### config.mk
export PLATFORM = sky130hd
export DESIGN_NAME = fpd_top
export DESIGN_NICKNAME = d
export VERILOG_FILES = /design/src/design/fpd_pkg.sv /design/src/design/fpd_top.sv
export SDC_FILE = /design/constraint.sdc
export NUM_CORES = 1
export LEC_CHECK = 0
export BUFFER_PORTS_ARGS = -buffer_cell sky130_fd_sc_hd__buf_4
export CORE_MARGIN = 1.5
export CORE_UTILIZATION = 44
export CTS_CLUSTER_DIAMETER = 40
export DETAILED_ROUTE_END_ITERATION = 8
export GPL_ROUTABILITY_DRIVEN = 1
export HOLD_SLACK_MARGIN = 0.15
export SYNTH_ARGS = -nofsm -noshare
export SYNTH_HDL_FRONTEND = slang
export SYNTH_SLANG_ARGS = --single-unit
### constraint.sdc
create_clock -name pclk -period 5.1 [get_ports pclk]
set_input_delay 0.51 -clock pclk [delete_from_list [all_inputs] [get_ports pclk]]
set_output_delay 0.51 -clock pclk [all_outputs]
set_load 0.02 [all_outputs]
### src/design/fpd_pkg.sv
// package: constants and carriers for the floppy precomp and drive timing block
package fpd_pkg;

  // ----------------------------------------
  // register map (byte addresses)
  // ----------------------------------------
  localparam logic [7:0] FPD_CTRL_ADDR   = 8'h00;  // control latch
  localparam logic [7:0] FPD_STATUS_ADDR = 8'h04;  // status, writing 1 to bit 0 clears the write-protect bit
  localparam logic [7:0] FPD_PHASE_ADDR  = 8'h08;  // precomp phase length

  // control field positions
  localparam int FPD_C_EIGHT    = 0;  // drive-size select, 1 = 8 inch
  localparam int FPD_C_PRECOMP  = 1;  // precomp request, active low
  localparam int FPD_C_QSEEK    = 2;  // quick-seek enable
  localparam int FPD_C_WAIT_INSERT_ENABLE   = 3;  // wait-insert enable
  localparam int FPD_C_DOUBLE_DENSITY_ENABLE     = 4;  // double density enable

  // reset values
  localparam logic [4:0] FPD_CTRL_RST  = 5'h02;  // precomp request idle high
  localparam logic [7:0] FPD_PHASE_RST = 8'h0c;  // cycles per precomp phase

  // ----------------------------------------
  // timing
  // ----------------------------------------
  localparam int FPD_CLK_MHZ       = 100;
  localparam int FPD_SETTLE_MS     = 50;
  localparam int FPD_MOTOR_S       = 20;
  localparam int FPD_SETTLE_CYC    = FPD_SETTLE_MS * 1000 * FPD_CLK_MHZ;  // no 32-bit overflow
  localparam longint FPD_MOTOR_CYC = 64'(FPD_MOTOR_S) * 1000000 * FPD_CLK_MHZ;
  localparam int FPD_DIV_1MHZ      = FPD_CLK_MHZ / 2;  // half period for 1 MHz
  localparam int FPD_DIV_2MHZ      = FPD_CLK_MHZ / 4;  // half period for 2 MHz

  // ----------------------------------------
  // carriers
  // ----------------------------------------
  typedef struct packed {
    logic       write_gate;
    logic       head_load_cmd;
    logic       inner_track_flag;
    logic       early;
    logic       late;
    logic       write_bit;    // one-cycle pulse, a bit to write
    logic       step;         // one-cycle pulse, head move
    logic       step_in;
    logic       side;
    logic       seeking;
    logic       access;       // a disk command is running
    logic       write_cmd;    // pulse, a write command starts
    logic       data_reg_acc; // access to the data register
    logic       xfer_req;     // data_transfer_req from the controller
  } fpd_ctl_s;

  typedef struct packed {
    logic ready;
    logic double_sided_flag;
    logic write_protected_in;
    logic index;
    logic track0;
  } fpd_drv_s;

  typedef enum logic [1:0] {FPD_IDLE, FPD_RIPPLE} fpd_pc_e;

endpackage : fpd_pkg

### src/design/fpd_top.sv
// floppy precomp, data recovery control and drive timing with an APB register slave
//
// Operation
// recovery enabled only while write gate and recovery-fault input both low
// read clock divisor is 16 with double density enable high, else 8
// precompensate double-density writes for 80-track media
// no select leaves at phase 2, late at phase 3, early at phase 1
// a write bit latches the strobe and starts a four-phase low ripple
// phase 4 low clears the strobe for the next write bit
// precompensate only with double density enable one and inner-track high
// controller track flag beyond 43 forces inner-track high
// software drives precomp request low to precompensate every track
// head-load raises head load output and holds settled low about 50 ms
// controller clock 1 MHz for 5.25 inch, 2 MHz for 8 inch
// quick-seek raises clock to 2 MHz during seeks, back after seek ends
// 8 inch head-load output is inverted toward the cable
// 8 inch inputs pass only with size select high; ready, two-sided inverted
// 5.25 inch inputs pass only with size select low
// 5.25 inch motor on during access and about 20 s after
// direction high stepping in, low stepping out
// surface select high for side 1, low for side 0
// each head-move pulse moves one track
// write protect refuses write commands and sets the status bit
// wait-insert enable holds bus ready low on data register access
// write pulses leave precompensated with clock bits interleaved
// precomp phase length is a programmable count of pclk cycles
//
// The register offsets and the APB slave port are this design's own decisions.
`timescale 1ns/1ps

module fpd_top
#(
  parameter int SETTLE_CYC = fpd_pkg::FPD_SETTLE_CYC,
  parameter longint MOTOR_CYC = fpd_pkg::FPD_MOTOR_CYC
)
(
  // clock and reset
  input  wire logic              pclk,
  input  wire logic              presetn,
  // apb slave
  input  wire logic              psel,
  input  wire logic              penable,
  input  wire logic              pwrite,
  input  wire logic [7:0]        paddr,
  input  wire logic [31:0]       pwdata,
  output logic      [31:0]       prdata,
  output logic                   pready,
  output logic                   pslverr,
  // controller side
  input  wire fpd_pkg::fpd_ctl_s ctl,
  input  wire logic              recovery_enable_fault,
  input  wire logic              raw_flux_stream,
  output logic                   recovery_on,
  output logic [4:0]             rclk_div,
  output logic                   ctrl_clk,
  output logic                   head_settled,
  output logic                   write_refused,
  output logic                   bus_ready,
  // drive cables
  input  wire fpd_pkg::fpd_drv_s drv8,
  input  wire fpd_pkg::fpd_drv_s drv5,
  output fpd_pkg::fpd_drv_s      drv_in,
  output logic                   write_pulse_out,
  output logic                   head_load_8_n,
  output logic                   head_load_5,
  output logic                   motor_on_5,
  output logic                   step_out,
  output logic                   dir_out,
  output logic                   surface_select
);
  import fpd_pkg::*;

  // ----------------------------------------
  // register state
  // ----------------------------------------
  logic [4:0]  ctrl_reg;
  logic [4:0]  next_ctrl_reg;
  logic [7:0]  phase_len;
  logic [7:0]  next_phase_len;
  logic        wp_sticky;
  logic        next_wp_sticky;
  logic        wr_en;
  logic        addr_ok;
  logic        inner_trk;
  logic        pc_active;
  logic        strobe;

  assign wr_en   = psel && penable && pwrite;
  assign addr_ok = (paddr == FPD_CTRL_ADDR) || (paddr == FPD_STATUS_ADDR)
                   || (paddr == FPD_PHASE_ADDR);
  assign pready  = 1'b1;
  assign pslverr = psel && penable && !addr_ok;

  // register next values; status write-one clears, a new refusal wins
  always_comb
  begin
    next_ctrl_reg  = ctrl_reg;
    next_phase_len = phase_len;
    next_wp_sticky = wp_sticky;
    if (wr_en && paddr == FPD_CTRL_ADDR)
      next_ctrl_reg = pwdata[4:0];
    else if (wr_en && paddr == FPD_PHASE_ADDR)
      next_phase_len = (pwdata[7:0] == 8'h00) ? 8'h01 : pwdata[7:0];
    else if (wr_en && paddr == FPD_STATUS_ADDR && pwdata[0])
      next_wp_sticky = 1'b0;
    if (write_refused)
      next_wp_sticky = 1'b1;
  end

  always_ff @(posedge pclk or negedge presetn)
  begin
    if (!presetn)
    begin
      ctrl_reg  <= FPD_CTRL_RST;
      phase_len <= FPD_PHASE_RST;
      wp_sticky <= 1'b0;
    end
    else
    begin
      ctrl_reg  <= next_ctrl_reg;
      phase_len <= next_phase_len;
      wp_sticky <= next_wp_sticky;
    end
  end

  // read data register
  logic [31:0] next_prdata;
  always_comb
  begin
    next_prdata = 32'h0000_0000;
    if (psel && !penable && !pwrite)
    begin
      if (paddr == FPD_CTRL_ADDR)
        next_prdata = {27'h0, ctrl_reg};
      else if (paddr == FPD_STATUS_ADDR)
        next_prdata = {26'h0, motor_on_5, strobe, pc_active, head_settled,
                       inner_trk, wp_sticky};
      else if (paddr == FPD_PHASE_ADDR)
        next_prdata = {24'h0, phase_len};
    end
    else if (psel && penable)
      next_prdata = prdata;
  end

  always_ff @(posedge pclk or negedge presetn)
  begin
    if (!presetn)
      prdata <= 32'h0000_0000;
    else
      prdata <= next_prdata;
  end

  // ----------------------------------------
  // data recovery control
  // ----------------------------------------
  assign recovery_on = !ctl.write_gate && !recovery_enable_fault;
  assign rclk_div    = ctrl_reg[FPD_C_DOUBLE_DENSITY_ENABLE] ? 5'd16 : 5'd8;

  // ----------------------------------------
  // write precompensation
  // ----------------------------------------
  // inner-track level: track flag or software request (active low)
  assign inner_trk = ctl.inner_track_flag || !ctrl_reg[FPD_C_PRECOMP];
  // precomp only in double density on inner tracks
  assign pc_active = ctrl_reg[FPD_C_DOUBLE_DENSITY_ENABLE] && inner_trk;

  fpd_pc_e     pc_st;
  fpd_pc_e     next_pc_st;
  logic [1:0]  phase;
  logic [1:0]  next_phase;
  logic [7:0]  pcnt;
  logic [7:0]  next_pcnt;
  logic        next_strobe;
  logic        next_wpo;
  logic [1:0]  out_phase;

  // which phase carries the bit out
  always_comb
  begin
    if (!pc_active)
      out_phase = 2'd1;
    else if (ctl.early)
      out_phase = 2'd0;
    else if (ctl.late)
      out_phase = 2'd2;
    else
      out_phase = 2'd1;
  end

  // ripple through four phases, each phase_len cycles long
  always_comb
  begin
    next_pc_st  = pc_st;
    next_phase  = phase;
    next_pcnt   = pcnt;
    next_strobe = strobe;
    next_wpo    = 1'b0;
    case (pc_st)
      FPD_IDLE:
      begin
        if (ctl.write_bit && ctl.write_gate)
        begin
          next_strobe = 1'b1;
          next_pc_st  = FPD_RIPPLE;
          next_phase  = 2'd0;
          next_pcnt   = 8'h00;
        end
      end
      FPD_RIPPLE:
      begin
        if (pcnt == 8'h00 && phase == out_phase)
          next_wpo = 1'b1;
        if (pcnt == phase_len - 8'h01)
        begin
          next_pcnt = 8'h00;
          if (phase == 2'd3)
          begin
            next_strobe = 1'b0;
            next_pc_st  = FPD_IDLE;
          end
          else
            next_phase = phase + 2'd1;
        end
        else
          next_pcnt = pcnt + 8'h01;
      end
      default:
        next_pc_st = FPD_IDLE;
    endcase
  end

  always_ff @(posedge pclk or negedge presetn)
  begin
    if (!presetn)
    begin
      pc_st           <= FPD_IDLE;
      phase           <= 2'd0;
      pcnt            <= 8'h00;
      strobe          <= 1'b0;
      write_pulse_out <= 1'b0;
    end
    else
    begin
      pc_st           <= next_pc_st;
      phase           <= next_phase;
      pcnt            <= next_pcnt;
      strobe          <= next_strobe;
      write_pulse_out <= next_wpo;
    end
  end

  // ----------------------------------------
  // head load settle and motor delay
  // ----------------------------------------
  logic [31:0] settle_cnt;
  logic [31:0] next_settle_cnt;
  logic [63:0] motor_cnt;
  logic [63:0] next_motor_cnt;
  logic        hl_q;

  always_comb
  begin
    next_settle_cnt = settle_cnt;
    if (ctl.head_load_cmd && !hl_q)
      next_settle_cnt = 32'(SETTLE_CYC);
    else if (!ctl.head_load_cmd)
      next_settle_cnt = 32'(SETTLE_CYC);
    else if (settle_cnt != 32'h0)
      next_settle_cnt = settle_cnt - 32'h1;
    next_motor_cnt = motor_cnt;
    if (ctl.access)
      next_motor_cnt = MOTOR_CYC;
    else if (motor_cnt != 64'h0)
      next_motor_cnt = motor_cnt - 64'h1;
  end

  always_ff @(posedge pclk or negedge presetn)
  begin
    if (!presetn)
    begin
      settle_cnt <= 32'(SETTLE_CYC);
      motor_cnt  <= 64'h0;
      hl_q       <= 1'b0;
    end
    else
    begin
      settle_cnt <= next_settle_cnt;
      motor_cnt  <= next_motor_cnt;
      hl_q       <= ctl.head_load_cmd;
    end
  end

  // settled drops in the same cycle as the head-load command
  assign head_settled = ctl.head_load_cmd && hl_q && (settle_cnt == 32'h0);
  assign motor_on_5   = !ctrl_reg[FPD_C_EIGHT]
                        && (ctl.access || motor_cnt != 64'h0);

  // ----------------------------------------
  // controller clock 1 or 2 MHz
  // ----------------------------------------
  logic [7:0] div_cnt;
  logic [7:0] next_div_cnt;
  logic       next_ctrl_clk;
  logic       fast;
  logic [7:0] half;

  assign fast = ctrl_reg[FPD_C_EIGHT]
                || (ctrl_reg[FPD_C_QSEEK] && ctl.seeking);
  assign half = fast ? 8'(FPD_DIV_2MHZ) : 8'(FPD_DIV_1MHZ);

  always_comb
  begin
    next_div_cnt  = div_cnt + 8'h01;
    next_ctrl_clk = ctrl_clk;
    if (div_cnt >= half - 8'h01)
    begin
      next_div_cnt  = 8'h00;
      next_ctrl_clk = !ctrl_clk;
    end
  end

  always_ff @(posedge pclk or negedge presetn)
  begin
    if (!presetn)
    begin
      div_cnt  <= 8'h00;
      ctrl_clk <= 1'b0;
    end
    else
    begin
      div_cnt  <= next_div_cnt;
      ctrl_clk <= next_ctrl_clk;
    end
  end

  // ----------------------------------------
  // drive cable steering
  // ----------------------------------------
  always_comb
  begin
    if (ctrl_reg[FPD_C_EIGHT])
    begin
      drv_in                   = drv8;
      drv_in.ready             = !drv8.ready;
      drv_in.double_sided_flag = !drv8.double_sided_flag;
    end
    else
      drv_in = drv5;
  end

  assign head_load_8_n  = !(ctl.head_load_cmd && ctrl_reg[FPD_C_EIGHT]);
  assign head_load_5    = ctl.head_load_cmd && !ctrl_reg[FPD_C_EIGHT];
  assign step_out       = ctl.step;
  assign dir_out        = ctl.step_in;
  assign surface_select = ctl.side;
  assign write_refused  = ctl.write_cmd && drv_in.write_protected_in;
  assign bus_ready      = !(ctrl_reg[FPD_C_WAIT_INSERT_ENABLE] && ctl.data_reg_acc
                            && !ctl.xfer_req);

endmodule : fpd_top

==> flow_summary_export.csv <==
group,metric,value,unit
route,met3RoutedLength,580,um
place,numPortBuffers,67,
worst_setup_path,master_of_the_slowest_instance_on_the_critical_path,"nor3_1",
global_route,global_route.usage.total,19.4,%
place,hpwlAfterDp,11.4,mm
yosys,edff_count_synth,0,
route,highest_layer,"met4",
worst_setup_path,startpoint_type,"flip-flop",
worst_setup_path,critical_path.reg2reg.endpoint,"motor_cnt[62]",
flow_run,max_cap_viols,0,
floorplanning,floorplan.io_pins,127,
clock_network,cts-resized-gates,0,
route,drt_wl_total,17.3,mm
yosys,synth_simple_gate_area_share,26.8,%
worst_setup_path,number_of_cells_on_the_worst_reg_to_reg_path,8,
clock_network,h_tree_depth,4,
yosys,mapped_area,7930,um2
worst_setup_path,worstSetupStartpoint,"motor_cnt[0]",
timing,hold_viol,0,
worst_setup_path,timing_worst_setup_path_type,"reg2out",
timing,layout_worst_path_cycle_share,71.4,%
clock_network,clk_root_buffer_cell,"clkbuf_16",
finish,fin_area,9020,um2
outcome,result_of_the_run,"complete, no violations",
timing,skew,0.0115,ns
floorplanning,floorplan.die.height,137,um
route,met1Wirelength,8.52,mm
global_route,antenna_found_initial,0,
worst_setup_path,timing.critical_path.cells,"inv_1 > ha_1 > nor4b_1 > nand3_1 > nor3_1 > and3_1 > a21oi_1 > buf_4",
floorplanning,floorplan.die.width,137,um
yosys,complex_gate_fraction_of_the_synthesized_area,10.1,%
finish,fill_cells,1648,
global_route,grt_pass1_wl,29.1,mm
route,routed-wl-met2,7.95,mm
yosys,yosys.cell_types.count,60,
finish,finalCoreUtilization,51.6,%
yosys,post_synth_mux_area_share,3.90,%
yosys,total_number_of_yosys_warnings,0,
finish,multiInputGateArea,4050,um2
power,power_per_cell_area,330,nW/um2
floorplanning,die-area,18800,um2
finish,largest_register_ffs,64,
timing,total_of_endpoints_with_negative_setup_slack_in_the_final_report,0,
finish,antennaDiodeCount,0,
worst_setup_path,slowest_delay,0.60,ns
worst_setup_path,endpoint_kind,"output pin",
yosys,seq_area_frac_synth,44.3,%
yosys,synthFlopType,"dfrtp_1",
yosys,synthesized_area_fraction_occupied_by_xor_and_xnor_cells,6.96,%
worst_setup_path,crit_arrival,3.13,ns
timing,post-route-min-period,3.64,ns
timing,timing.slew.headroom,27.0,%
finish,fin_nets,991,
global_route,globalRouteOverflowTotal,0,
yosys,avgSynthCellArea,9.21,um2
clock_network,tritoncts_clock_tree,"yes",
finish,top_register,"motor_cnt",
worst_setup_path,worstPathMaxFanout,6,
place,placed_area,8460,um2
finish,drive_above_1_share,16.2,%
finish,layout_top_registers,"motor_cnt x64, settle_cnt x32",
global_route,first_global_vias,5902,
floorplanning,core_area,17500,um2
finish,area.sequential,3520,um2
global_route,grt_start_max_net_pins,103,
route,drt-wirelength-per-cell,15.1,um
timing,final_slew_violations,0,
floorplanning,core.rowCount,48,
worst_hold_path,worstHoldPathType,"in2async",
route,drc,0,
finish,syn_to_final_growth,13.7,%
floorplanning,initial_core_util,45.4,%
clock_network,cts_setup_buffers,0,
timing,setup_total_negative_slack,0,ns
route,ant_nets,0,
route,drtPass1Iterations,5,
timing,tightestPinTransition,1.09,ns
worst_setup_path,timing.critical_path.required,4.59,ns
clock_network,clock_latency,0.42,ns
clock_network,cts.clk_slew.worst_paths,0.06,ns
place,placed_cells,1115,
worst_setup_path,r2r-start,"motor_cnt[0]",
timing,rsz0062_at_grt,"false",
clock_network,cts.sinks,140,
power,static-leakage-power,3.83,nW
worst_setup_path,crit_end,"motor_on_5",
timing,achievable-frequency,275,MHz
clock_network,cts-root-to-sink-buffers,2,
route,drt-vias-per-instance,5.49,
yosys,synth_top_family_by_area,"simple AND/OR/NAND/NOR gates",
yosys,synth-adder-area-share,1.74,%
yosys,yosys_register_bits,140,
worst_setup_path,reg2reg_slack,1.96,ns
place,place_congestion,0.783,
clock_network,cts-hold-fix-buffers,0,
route,via_count,6297,
route,dr.first_iter.drc_count,394,
finish,finish.cell_count_without_fillers,1147,
power,max-vdd-ir-drop,236,uV
yosys,postSynth.asyncResetShare,100,%
yosys,syn-instance-count,861,
clock_network,number_of_clock_buffers_inserted_by_tritoncts,17,
-- synth_stat cells, types with 23 or more instances --
| cell type | number | area share, % |
|---|---|---|
| dfrtp_1 | 129 | 41 |
| nor2_1 | 84 | 4.0 |
| nand2_1 | 68 | 3.2 |
| or3_1 | 43 | 3.4 |
| xor2_1 | 42 | 4.6 |
| nand3_1 | 40 | 2.5 |
| a21oi_1 | 39 | 2.5 |
| buf_4 | 32 | 3.0 |
| o21ai_0 | 31 | 2.0 |
| nor4_1 | 29 | 2.3 |
| clkbuf_1 | 27 | 1.3 |
| nor3_1 | 27 | 1.7 |
| inv_1 | 23 | 1.1 |
| mux2_2 | 23 | 3.3 |
-- cell families after synthesis --
kind of cell             count (synthesis)
AND/OR/NAND/NOR                        398
flip-flops                             140
AO/OA/AOI/OAI                          128
buffers and inverters                   91
XOR/XNOR                                63
multiplexers                            28
adder cells (fa/ha/maj)                 11
other                                    2
-- worst min path at each step --
stage,from,end,slack [ns],cells past startpoint
floorplan,presetn,ctrl_clk,0.21,0
global placement,prdata[5],prdata[5],0.46,2
detailed placement,wp_sticky,wp_sticky,0.46,1
CTS,presetn,ctrl_clk,0.23,1
global route,ctl[12],hl_q,0.24,1
finish,presetn,ctrl_clk,0.17,1
-- layer usage --
metal	vias up	global-route usage, %
met4	0	7.31
met3	16	3.05
li1	3113	-
met1	3042	27.2
met2	126	30.3
met5	-	0
-- cells in the final DEF (no fill, tap or decap), types with 23 or more instances in the layout --
cell / count
or3_1: 43
nand2_1: 68
nor2_1: 84
nor4_1: 28
nor3_1: 27
xor2_1: 42
mux2_2: 23
o21ai_0: 31
conb_1: 29
inv_1: 23
dfrtp_1: 129
buf_4: 69
nand3_1: 40
a21oi_1: 39
-- critical path: cells and delay by family (launching register included) --
| family | cells | cell delay [ns] |
|---|---|---|
| compound gates | 1 | 0.09 |
| fa+ha+maj | 1 | 0.17 |
| buf+inv | 2 | 0.28 |
| flops | 1 | 0.38 |
| simple gates | 4 | 1.78 |
-- where the power goes --
group / internal [mW] / switching [mW]
registers: 1.19 / 0.115
logic: 0.213 / 0.280
clock network: 0.736 / 0.443
total: 2.14 / 0.838
-- through the flow --
stage                     power, mW  hold WS, ns  setup slack [ns]
after CTS                      3.01        0.227              1.46
after detailed placement       1.82        0.463              1.97
after global routing           3.13        0.239              1.22
final                          2.97        0.169              1.46
after global placement         1.80        0.455              1.95
after floorplan                1.68        0.214              2.61
-- cell type report --
cell class	count	share of cell area [%]
Clock inverter	2	0.388
Multi-Input combinational cell	657	44.9
Tap cell	225	3.12
Sequential cell	140	39.0
Timing Repair Buffer	70	5.87
Inverter	23	0.957
Clock buffer	30	5.81
(Power assumes the default switching activity.)
